### config.mk
export PLATFORM = sky130hd
export DESIGN_NAME = tcs_ctrl
export DESIGN_NICKNAME = d
export VERILOG_FILES = /design/src/verilog/tcs_pkg.sv /design/src/verilog/tcs_ctrl.sv
export VERILOG_INCLUDE_DIRS = /design/src /design/src/verilog
export SDC_FILE = /design/constraint.sdc
export NUM_CORES = 2
export LEC_CHECK = 0
export BUFFER_PORTS_ARGS = -buffer_cell sky130_fd_sc_hd__buf_2
export CORE_ASPECT_RATIO = 0.75
export CORE_UTILIZATION = 35
export CTS_CLUSTER_SIZE = 16
export DETAILED_ROUTE_END_ITERATION = 16
export PLACE_DENSITY_LB_ADDON = 0.08
export SETUP_SLACK_MARGIN = 0.4
export SLEW_MARGIN = 30
export SYNTH_ARGS = -nofsm -noshare
export SYNTH_HDL_FRONTEND = slang
export SYNTH_SLANG_ARGS = --single-unit
### constraint.sdc
create_clock -name clk_in -period 18 [get_ports clk_in]
set_clock_uncertainty 0.1 [all_clocks]
set_input_delay 0.9 -clock clk_in [delete_from_list [all_inputs] [get_ports clk_in]]
set_output_delay 0.9 -clock clk_in [all_outputs]
set_load 0.02 [all_outputs]
### src/verilog/tcs_cfg.svh
// constants for the transceiver control and status block
`ifndef TCS_CFG_SVH
`define TCS_CFG_SVH

`define TCS_CLK_NS        40
`define TCS_ADDR_ID       7'h50
`define TCS_ADDR_DIAG     7'h51
`define TCS_STATUS_BYTE   8'h6e
`define TCS_BIT_SOFT_DIS  6
`define TCS_BIT_FAULT     2
`define TCS_BIT_RX_LOST   1
`define TCS_BIT_DATA_RDY  0
`define TCS_PAGE_BITS     3
`define TCS_T_RESET_NS    10000
`define TCS_T_INIT_MS     300
`define TCS_T_DATA_MS     1000
`define TCS_T_SERIAL_MS   300
`define TCS_T_WRITE_MS    10
`define TCS_RESET_CYC     ((`TCS_T_RESET_NS + `TCS_CLK_NS - 1) / `TCS_CLK_NS)
`define TCS_INIT_CYC      (`TCS_T_INIT_MS * 1000000 / `TCS_CLK_NS)
`define TCS_DATA_CYC      (`TCS_T_DATA_MS * 1000000 / `TCS_CLK_NS)
`define TCS_SERIAL_CYC    (`TCS_T_SERIAL_MS * 1000000 / `TCS_CLK_NS)
`define TCS_WRITE_CYC     (`TCS_T_WRITE_MS * 1000000 / `TCS_CLK_NS)

`endif

### src/verilog/tcs_pkg.sv
// types for the transceiver control and status block
`default_nettype none
package tcs_pkg;
  typedef enum logic [6:0] {
    TCS_IDLE  = 7'h01,
    TCS_ADDR  = 7'h02,
    TCS_ACK_A = 7'h04,
    TCS_WR    = 7'h08,
    TCS_ACK_W = 7'h10,
    TCS_RD    = 7'h20,
    TCS_ACK_R = 7'h40
  } tcs_state_t;
endpackage
`default_nettype wire

### src/verilog/tcs_ctrl.sv
// transceiver control, status and two-wire slave
`timescale 1ns/10ps
`default_nettype none
`include "tcs_cfg.svh"

module tcs_ctrl #(
  parameter int unsigned INIT_CYC   = `TCS_INIT_CYC,
  parameter int unsigned DATA_CYC   = `TCS_DATA_CYC,
  parameter int unsigned SERIAL_CYC = `TCS_SERIAL_CYC
) (
  input  wire logic clk_in,
  input  wire logic rst_in,
  input  wire logic laser_disable_in,
  input  wire logic laser_fault_in,
  input  wire logic signal_detect_in,
  input  wire logic scl_in,
  input  wire logic sda_in,
  output var  logic sda_out,
  output var  logic sda_oe_out,
  output var  logic laser_on_out,
  output var  logic tx_fault_out,
  output var  logic receive_signal_lost_out
);

  localparam int unsigned RESET_CYC = `TCS_RESET_CYC;

  // synchronisers start at idle levels so no false bus edge follows reset
  logic [4:0] sync1_r;
  logic [4:0] sync2_r;
  logic [4:0] prev_r;

  always_ff @(posedge clk_in)
  begin
    if (rst_in)
    begin
      sync1_r <= 5'h18;
      sync2_r <= 5'h18;
      prev_r  <= 5'h18;
    end
    else
    begin
      sync1_r <= {scl_in, sda_in, signal_detect_in, laser_fault_in,
                  laser_disable_in};
      sync2_r <= sync1_r;
      prev_r  <= sync2_r;
    end
  end

  wire hw_dis   = sync2_r[0];
  wire fault_in = sync2_r[1];
  wire sig_ok   = sync2_r[2];
  wire sda_q    = sync2_r[3];
  wire scl_q    = sync2_r[4];
  wire sda_p    = prev_r[3];
  wire scl_p    = prev_r[4];

  wire scl_rise = scl_q & ~scl_p;
  wire scl_fall = ~scl_q & scl_p;
  wire bus_start = scl_q & scl_p & sda_p & ~sda_q;
  wire bus_stop  = scl_q & scl_p & ~sda_p & sda_q;
  wire dis_fall  = ~hw_dis & prev_r[0];

  // power-up timers
  logic [31:0] pwr_cnt_r;
  logic [31:0] init_cnt_r;
  logic [31:0] hold_cnt_r;
  logic        fault_r;
  logic        soft_dis_r;
  logic        soft_pend_r;
  logic        soft_val_r;

  wire serial_rdy = pwr_cnt_r >= SERIAL_CYC;
  wire data_rdy   = pwr_cnt_r >= DATA_CYC;
  wire init_done  = init_cnt_r >= INIT_CYC;
  wire held_long  = hold_cnt_r >= RESET_CYC;
  wire fault_clr  = dis_fall & held_long & fault_r;
  wire laser_nxt  = ~hw_dis & ~soft_dis_r & ~fault_r & init_done;

  always_ff @(posedge clk_in)
  begin
    if (rst_in)
      pwr_cnt_r <= 32'h0;
    else if (!data_rdy)
      pwr_cnt_r <= pwr_cnt_r + 32'h1;
  end

  // a cleared fault restarts initialisation like power-on
  always_ff @(posedge clk_in)
  begin
    if (rst_in || fault_clr)
      init_cnt_r <= 32'h0;
    else if (!init_done)
      init_cnt_r <= init_cnt_r + 32'h1;
  end

  // saturating so a long hold cannot wrap back below the limit
  always_ff @(posedge clk_in)
  begin
    if (rst_in || !hw_dis)
      hold_cnt_r <= 32'h0;
    else if (!held_long)
      hold_cnt_r <= hold_cnt_r + 32'h1;
  end

  // fault only counts while the laser is really driven
  always_ff @(posedge clk_in)
  begin
    if (rst_in)
      fault_r <= 1'b0;
    else if (fault_in && laser_on_out)
      fault_r <= 1'b1;
    else if (fault_clr)
      fault_r <= 1'b0;
  end

  // soft disable takes effect at the stop that ends the write
  always_ff @(posedge clk_in)
  begin
    if (rst_in)
      soft_dis_r <= 1'b0;
    else if (bus_stop && soft_pend_r)
      soft_dis_r <= soft_val_r;
  end

  always_ff @(posedge clk_in)
  begin
    if (rst_in)
    begin
      laser_on_out            <= 1'b0;
      tx_fault_out            <= 1'b0;
      receive_signal_lost_out <= 1'b1;
      sda_out                 <= 1'b0;
    end
    else
    begin
      laser_on_out            <= laser_nxt;
      tx_fault_out            <= fault_r;
      receive_signal_lost_out <= ~sig_ok;
      sda_out                 <= 1'b0;
    end
  end

  // two-wire slave: both spaces share one array, space is top address bit
  tcs_pkg::tcs_state_t st_r;
  logic [7:0] shreg_r;
  logic [7:0] tx_r;
  logic [7:0] ptr_r;
  logic [3:0] bitcnt_r;
  logic       rnw_r;
  logic       diag_r;
  logic       first_r;
  logic       nack_r;
  logic [7:0] mem [0:511];

  wire [6:0] dev_addr = shreg_r[7:1];
  wire addr_hit = serial_rdy &&
                  (dev_addr == `TCS_ADDR_ID || dev_addr == `TCS_ADDR_DIAG);
  wire byte_full = bitcnt_r == 4'h8;
  wire at_status = diag_r && ptr_r == `TCS_STATUS_BYTE;

  wire [7:0] status_byte;
  assign status_byte = {1'b0, soft_dis_r, 3'h0, fault_r, ~sig_ok,
                        data_rdy};
  wire [7:0] rd_byte = at_status ? status_byte : mem[{diag_r, ptr_r}];

  // writes wrap inside an eight-byte page
  wire [7:0] ptr_wr_nxt = {ptr_r[7:`TCS_PAGE_BITS],
                           ptr_r[`TCS_PAGE_BITS-1:0] + 3'h1};
  wire data_wr = (st_r == tcs_pkg::TCS_WR) && scl_fall && byte_full &&
                 !first_r;

  // array has no reset: contents are loaded by the host or production
  always_ff @(posedge clk_in)
  begin
    if (data_wr && !at_status)
      mem[{diag_r, ptr_r}] <= shreg_r;
  end

  always_ff @(posedge clk_in)
  begin
    if (rst_in)
    begin
      soft_pend_r <= 1'b0;
      soft_val_r  <= 1'b0;
    end
    else if (bus_start || bus_stop)
      soft_pend_r <= 1'b0;
    else if (data_wr && at_status)
    begin
      soft_pend_r <= 1'b1;
      soft_val_r  <= shreg_r[`TCS_BIT_SOFT_DIS];
    end
  end

  always_ff @(posedge clk_in)
  begin
    if (rst_in || bus_stop)
    begin
      st_r       <= tcs_pkg::TCS_IDLE;
      sda_oe_out <= 1'b0;
      bitcnt_r   <= 4'h0;
      if (rst_in)
      begin
        shreg_r <= 8'h00;
        tx_r    <= 8'h00;
        ptr_r   <= 8'h00;
        rnw_r   <= 1'b0;
        diag_r  <= 1'b0;
        first_r <= 1'b0;
        nack_r  <= 1'b0;
      end
    end
    else if (bus_start)
    begin
      st_r       <= tcs_pkg::TCS_ADDR;
      sda_oe_out <= 1'b0;
      bitcnt_r   <= 4'h0;
    end
    else
    begin
      if (scl_rise)
      begin
        if (st_r == tcs_pkg::TCS_ADDR || st_r == tcs_pkg::TCS_WR)
        begin
          shreg_r  <= {shreg_r[6:0], sda_q};
          bitcnt_r <= bitcnt_r + 4'h1;
        end
        if (st_r == tcs_pkg::TCS_ACK_R)
          nack_r <= sda_q;
      end
      if (scl_fall)
      begin
        case (st_r)
          tcs_pkg::TCS_ADDR:
          begin
            if (byte_full)
            begin
              // before the ready time the module stays silent
              if (addr_hit)
              begin
                st_r       <= tcs_pkg::TCS_ACK_A;
                sda_oe_out <= 1'b1;
                rnw_r      <= shreg_r[0];
                diag_r     <= shreg_r[1];
              end
              else
                st_r <= tcs_pkg::TCS_IDLE;
            end
          end
          tcs_pkg::TCS_ACK_A:
          begin
            bitcnt_r <= 4'h0;
            if (rnw_r)
            begin
              st_r       <= tcs_pkg::TCS_RD;
              tx_r       <= rd_byte;
              sda_oe_out <= ~rd_byte[7];
            end
            else
            begin
              st_r       <= tcs_pkg::TCS_WR;
              sda_oe_out <= 1'b0;
              first_r    <= 1'b1;
            end
          end
          tcs_pkg::TCS_WR:
          begin
            if (byte_full)
            begin
              st_r       <= tcs_pkg::TCS_ACK_W;
              sda_oe_out <= 1'b1;
              first_r    <= 1'b0;
              if (first_r)
                ptr_r <= shreg_r;
              else
                ptr_r <= ptr_wr_nxt;
            end
          end
          tcs_pkg::TCS_ACK_W:
          begin
            st_r       <= tcs_pkg::TCS_WR;
            sda_oe_out <= 1'b0;
            bitcnt_r   <= 4'h0;
          end
          tcs_pkg::TCS_RD:
          begin
            if (bitcnt_r == 4'h7)
            begin
              st_r       <= tcs_pkg::TCS_ACK_R;
              sda_oe_out <= 1'b0;
              ptr_r      <= ptr_r + 8'h01;
            end
            else
            begin
              tx_r       <= {tx_r[6:0], 1'b0};
              sda_oe_out <= ~tx_r[6];
              bitcnt_r   <= bitcnt_r + 4'h1;
            end
          end
          tcs_pkg::TCS_ACK_R:
          begin
            bitcnt_r <= 4'h0;
            if (nack_r)
            begin
              st_r       <= tcs_pkg::TCS_IDLE;
              sda_oe_out <= 1'b0;
            end
            else
            begin
              st_r       <= tcs_pkg::TCS_RD;
              tx_r       <= rd_byte;
              sda_oe_out <= ~rd_byte[7];
            end
          end
          default:
          begin
            st_r       <= tcs_pkg::TCS_IDLE;
            sda_oe_out <= 1'b0;
          end
        endcase
      end
    end
  end

endmodule
`default_nettype wire

* Word level (Yosys, flattened, before mapping)
Memories as Yosys holds them, arrays and structs flattened.
Cells that the tools add are included.
** Operators by class
- Add/sub/neg operators :: 6
- $lt $le $gt $ge :: 4
- Reduce and logical (&&, ||, !) cells :: 44
- Bitwise logic cells :: 24
- Muxes and demuxes :: 68
- Eq/ne operators :: 27
** Operator list (number)
- 32-bit by 1-bit adder with 32-bit output, second input constant :: 3
- 8-bit 2-to-1 mux :: 12
- 32-bit by 23-bit >= comparator with 1-bit output, second input constant :: 2
- 7-bit 2-to-1 mux :: 9
- 7-bit case mux with 6 select lines :: 1
- 32-bit by 25-bit >= comparator with 1-bit output, second input constant :: 1
- 32-bit by 8-bit >= comparator with 1-bit output, second input constant :: 1
- 1-bit 2-to-1 mux :: 32
- 3-bit != test, second input constant :: 10
- 7-bit equality test, second input constant :: 3
- 7-bit case mux with 3 select lines :: 1
- 4-bit AND reduction :: 5
- 6-bit AND reduction :: 3
- 2-bit nonzero test :: 9
- 4-bit 2-to-1 mux :: 4
- 8-bit case mux with 2 select lines :: 1
- 7-bit AND reduction :: 2
- 1-bit AND :: 13
- 6-bit 2-to-1 mux :: 2
- 1-bit NOT :: 11
- 2-bit != test, second input constant :: 5
- 1-bit logical AND :: 9
- 8-bit by 1-bit adder with 8-bit output, second input constant :: 1
- 8-bit by 7-bit equality test with 1-bit output, second input constant :: 1
- 22 further kinds :: 32
** Storage, ports and cells
- Memories :: 1
- RAM bits :: 4096
- Input bits :: 7
- Flip-flop bits (word level) :: 157
** Memories
- mem :: words 512, width 8, rd ports 1, clocked after memory_dff 0, wr ports 1, RTL line tcs_ctrl.sv:153 : logic [7:0] mem [0:511];

* Depth between registers and ports, before layout
- Depth in word-level cells :: 9
- Mapped depth :: 16

* Worst setup path after synthesis
No wires, ideal clock.
- Kind :: flip-flop to flip-flop
- Start :: register shreg_r[6]
- End :: register sda_oe_out
- Buffers on the path :: 0
- Slack :: 10.139 ns
- Stages on the path, launching flop included :: 8
- Data arrival time :: 7.647 ns
- Library setup time :: 0.114 ns
- Path through :: edfxtp_1 nor4_1 nand3_1 a21oi_1 o21ai_0 mux2i_1 nor2_1 a21o_1
** Between the ends
- Word-level cells in the longest chain between the ends :: 5
- Elaborated cells between the ends (all ways) :: 6
- Classes of those cells :: 3 x eq/ne; 3 x reduce/logical
** RTL lines
- start: declaration :: RTL line tcs_ctrl.sv:145 : logic [7:0] shreg_r;
- start signal: assignment :: RTL line tcs_ctrl.sv:225 : shreg_r <= {shreg_r[6:0], sda_q};
- 7-bit equality test (no line)
- 1-bit logical OR (no line) (*)
- 1-bit logical AND (*) :: RTL line tcs_ctrl.sv:156 : wire addr_hit = serial_rdy &&
- 2-bit != test (no line) (*)
- 4-bit AND reduction (no line) (*)
- end signal: assignment :: RTL line tcs_ctrl.sv:257 : sda_oe_out <= ~rd_byte[7];
- end signal: assignment :: RTL line tcs_ctrl.sv:296 : sda_oe_out <= ~tx_r[6];
- end signal: assignment :: RTL line tcs_ctrl.sv:312 : sda_oe_out <= ~rd_byte[7];
- end: declaration :: RTL line tcs_ctrl.sv:19 : output var logic sda_oe_out,
Every way passes the cells marked *; elsewhere a longest branch is shown, timed or not.
A chain may end at the register's enable or synchronous reset.

* Final worst setup path
- Start :: register ptr_r[0]
- End :: register tx_r[2] (data pin)
** Between the ends
- Word-level cells in the longest chain between the ends :: 8
- Elaborated cells between the ends (all ways) :: 10
- Classes of those cells :: 1 x eq/ne; 7 x mux; 1 x reduce/logical; 1 x memory
** RTL lines
- start: declaration :: RTL line tcs_ctrl.sv:147 : logic [7:0] ptr_r;
- start signal: assignment :: RTL line tcs_ctrl.sv:274 : ptr_r <= shreg_r;
- start signal: assignment :: RTL line tcs_ctrl.sv:276 : ptr_r <= ptr_wr_nxt;
- start signal: assignment :: RTL line tcs_ctrl.sv:291 : ptr_r <= ptr_r + 8'h01;
- parallel branches: the longest is 2 deep, another holds memory 512 x 8 bit
- 8-bit 2-to-1 mux (*) :: RTL line tcs_ctrl.sv:164 : wire [7:0] rd_byte = at_status ? status_byte : mem[{diag_r, ptr_r}];
- 7-bit 2-to-1 mux (on tied branches) :: RTL line tcs_ctrl.sv:303, tcs_ctrl.sv:253
- 7-bit case mux with 3 select lines (*) :: RTL line tcs_ctrl.sv:233 : case (st_r)
- 7-bit 2-to-1 mux (*) :: RTL line tcs_ctrl.sv:231 : if (scl_fall)
- 7-bit 2-to-1 mux (*) :: RTL line tcs_ctrl.sv:213 : else if (bus_start)
- 7-bit 2-to-1 mux (*) :: RTL line tcs_ctrl.sv:197 : if (rst_in || bus_stop)
- end signal: assignment :: RTL line tcs_ctrl.sv:256 : tx_r <= rd_byte;
- end signal: assignment :: RTL line tcs_ctrl.sv:295 : tx_r <= {tx_r[6:0], 1'b0};
- end signal: assignment :: RTL line tcs_ctrl.sv:311 : tx_r <= rd_byte;
- end: declaration :: RTL line tcs_ctrl.sv:146 : logic [7:0] tx_r;
Every way passes the cells marked *. The select of a mux whose other input is x is not followed.

==> flow_metrics.env <==
export IMPL_hold_slack_ns=0.280
export IMPL_portBuffers=10
export IMPL_worst_path_buf_inv=4
export IMPL_ys_types=75
export IMPL_combinationalPowerShare_pct=6.4
export IMPL_hold_viol_final=0
export IMPL_cellInternalPower_uw=16200
export IMPL_status="completed"
export IMPL_crit_path_max_fanout=64
export IMPL_syn_avg_cell_area_um2=21.1
export IMPL_grt_max_degree=211
export IMPL_cp_end_kind="register"
export IMPL_worstSkewPairLatency_ns=1.02
export IMPL_cap_violations=0
export IMPL_synth_area_leader_cell="edfxtp_1"
export IMPL_p_leak_uw=0.0572
export IMPL_synth_area_top_cells="edfxtp_1 75%, mux4_2 15%, dfxtp_1 1.6%"
export IMPL_synth_main_ff_cell="edfxtp_1"
export IMPL_antenna_found_initial=62
export IMPL_wl_per_cell_um=36.3
export IMPL_dieArea_um2=474000
export IMPL_fin_setup_tns_ns=0
export IMPL_cp_slowest_cell="edfxtp_1"
export IMPL_synth_compound_area_share_pct=1.98
export IMPL_num_rows=218
export IMPL_num_vias=82700
export IMPL_cp_slowest_stage_delay_ns=0.96
export IMPL_wl_um=535000
export IMPL_groute_usage_overall_pct=22.2
export IMPL_synthAdderAreaFrac_pct=0.0910
export IMPL_cts_inserted_buffers=433
export IMPL_critPathTopFamily="buffers and inverters"
export IMPL_synthCells=7825
export IMPL_cts_tree="yes"
export IMPL_vdd_ir_drop_worst_mv=0.0720
export IMPL_h_tree_depth=5
export IMPL_place_inst=13900
export IMPL_die_w_um=795
export IMPL_powerDensity_nw_per_um2=112
export IMPL_grt_first_pass_wirelength_um=728000
export IMPL_die_h_um=597
export IMPL_cp_common_cell="buf_4"
export IMPL_relSlewSlack_pct=28.6
export IMPL_coreArea_um2=470000
export IMPL_ys_seq_area_share_pct=76.6
export IMPL_hp_class="in -> reg"
export IMPL_viasPerCell=5.62
export IMPL_root_buffer="clkbuf_16"
export IMPL_drc=0
export IMPL_period_needed_ns=7.35
export IMPL_yosys_area_top_type_share_pct=75.0
export IMPL_nets=8102
export IMPL_synth_top_family_by_area="multiplexers"
export IMPL_clock_sinks=4251
export IMPL_setup_viol=0
export IMPL_initial_utilization_pct=35.1
export IMPL_tightestPinTransition_ns=1.07
export IMPL_grt_pass1_vias=82600
export IMPL_clockBufferDepth=4
export IMPL_start_kind="register"
export IMPL_worstPathCellList="buf_4 -> buf_4 -> buf_12 -> buf_4 -> mux4_2 -> a22oi_1 -> a21boi_0 -> nor4_2 -> nand4_1 -> nor4_1 -> o21ai_1"
export IMPL_netlist_area_um2=165000
export IMPL_finalCritPeriodShare_pct=40.8
export IMPL_async_reset_ff_share_pct=0
export IMPL_ios=12
export IMPL_finalPower_uw=21000
export IMPL_slew_viol_final=0
export IMPL_drive_gt1_share_pct=26.7
export IMPL_path_clk_slew_ns=0.06
export IMPL_synthToLayoutAreaGrowth_pct=13.5
export IMPL_synth_mux_area_share_pct=16.2
export IMPL_critical_path_class="reg -> reg"
export IMPL_synth_edf_count=4123
export IMPL_synth_seq_cells=4251
export IMPL_cp_arrival_ns=7.99
export IMPL_seq_power_share_pct=51.9
export IMPL_p_sw_uw=4810
export IMPL_clkPwrFrac_pct=41.7
export IMPL_overflow=0
export IMPL_fmax_mhz=136
export IMPL_drt_initial_drc_count=10100
export IMPL_globalplace_congestion=0.834
export IMPL_synth_simple_area_share_pct=3.41
export IMPL_pre_cts_slack_ns=10.76
export IMPL_ant_nets=0
export IMPL_swShare_pct=22.9
export IMPL_required_ns=18.64
export IMPL_synth_xor_area_share_pct=0.260
export IMPL_rsz0062_at_grt="no"
export IMPL_yosys_warnings=0
export IMPL_fill_cells=41700
export IMPL_layout_setup_ws_ns=10.65
export IMPL_first_pass_iters=8
export IMPL_dp_hpwl_um=324000
export IMPL_final_instance_count_excl_fill=14700
-- layout by cell type (no fill, tap or decap), types with 110 or more instances in the layout --
cell and instances:
edfxtp_1 4123, mux4_2 1105, nor2_1 441, clkbuf_16 435, nand2_1 232, buf_4 221
nor2_2 201, mux2i_1 170, dfxtp_1 128, clkinv_1 110, clkbuf_1 110
-- worst reg2reg max path, cell delays in order (launching register included) --
cell and delay [ns]:
edfxtp_1 0.96, buf_4 0.68, buf_4 0.67, buf_12 0.57, buf_4 0.83, mux4_2 0.60
a22oi_1 0.37, a21boi_0 0.27, nor4_2 0.71, nand4_1 0.65, nor4_1 0.54, o21ai_1 0.12
-- cell type report --
type	instances	area, um^2	area share [%]
multi-input cells	3095	37100	19.8
inverters	22	92.6	0.0494
flip-flops and latches	4251	126000	67.4
clock buffers	550	11400	6.07
clock inverters	241	1990	1.06
repair buffers	280	2560	1.37
well taps	6270	7850	4.19
diodes	19	47.5	0.0254
-- layer usage --
metal	routed length [um]	part of all wire [%]	vias up	GRT usage [%]
met5	195	0.036	-	0.212
met4	12500	2.3	10	4.97
met3	45300	8.5	636	5.33
met2	232000	43	3301	32.2
met1	246000	46	45700	33.9
li1	-	-	33100	-
-- synth_stat cells (all sizes together), types with 8 or more instances --
library cell	instances
edfxtp	4123
mux4	1105
nor2	649
nand2	249
buf	239
clkbuf	226
mux2i	170
dfxtp	128
a22oi	105
a21oi	88
nand3	79
o21ai	56
and2	52
nor3	48
o22ai	46
nor4	40
a221oi	29
and3	27
xnor2	26
nand4	25
xor2	23
nor2b	22
inv	21
a22o	20
a31oi	19
a32oi	17
a211oi	16
nand2b	14
or2	13
ha	12
or3	12
o211ai	9
a2111oi	8
nand3b	8
-- per-stage QoR --
step | cell area, um^2 | utilization, %
after global placement | 173000 | 36.8
final | 187000 | 39.9
after CTS | 187000 | 39.8
after floorplan | 165000 | -
after detailed placement | 173000 | 36.9
after global routing | 187000 | 39.9
-- power by group through the flow --
stage	Clock, uW	Combinational [uW]	Sequential (uW)
after floorplan	0	663	11300
after global placement	0	1340	11100
after detailed placement	0	1350	11100
after CTS	8920	1350	10900
after global routing	9270	1400	10900
final	8750	1350	10900
-- sequential cells by signal, summed over array words and instances, names as in the netlist, 4 cells and up --
signal      flops
pwr_cnt_r      32
st_r            7
init_cnt_r     32
mem          4096
hold_cnt_r     32
bitcnt_r        4
tx_r            7
ptr_r           8
sync2_r         5
sync1_r         5
shreg_r         8
-- worst paths after layout --
kind                            startpoint             to  slack, ns  depth (start not counted)
worst max-delay path              ptr_r[0]        tx_r[2]      10.65                         11
worst min-delay path                rst_in  pwr_cnt_r[26]       0.28                          3
worst max register to register    ptr_r[0]        tx_r[2]      10.65                         11
worst min register to register  sync1_r[1]     sync2_r[1]       0.35                          1
-- what timing repair did --
action | CTS | global route
hold buffers | 5 | 0
buffers inserted | 0 | 0
resized for setup | 0 | 0
endpoints found under the hold margin | 5 | 0
-- logic make-up after synthesis --
| family | Yosys count |
|---|---|
| fa+ha+maj | 12 |
| simple gates | 1271 |
| other cells | 1 |
| xor+xnor | 49 |
| buf+inv | 487 |
| mux | 1281 |
| flops | 4251 |
| compound gates | 473 |
No activity file was read; power rests on OpenSTA's default activity.
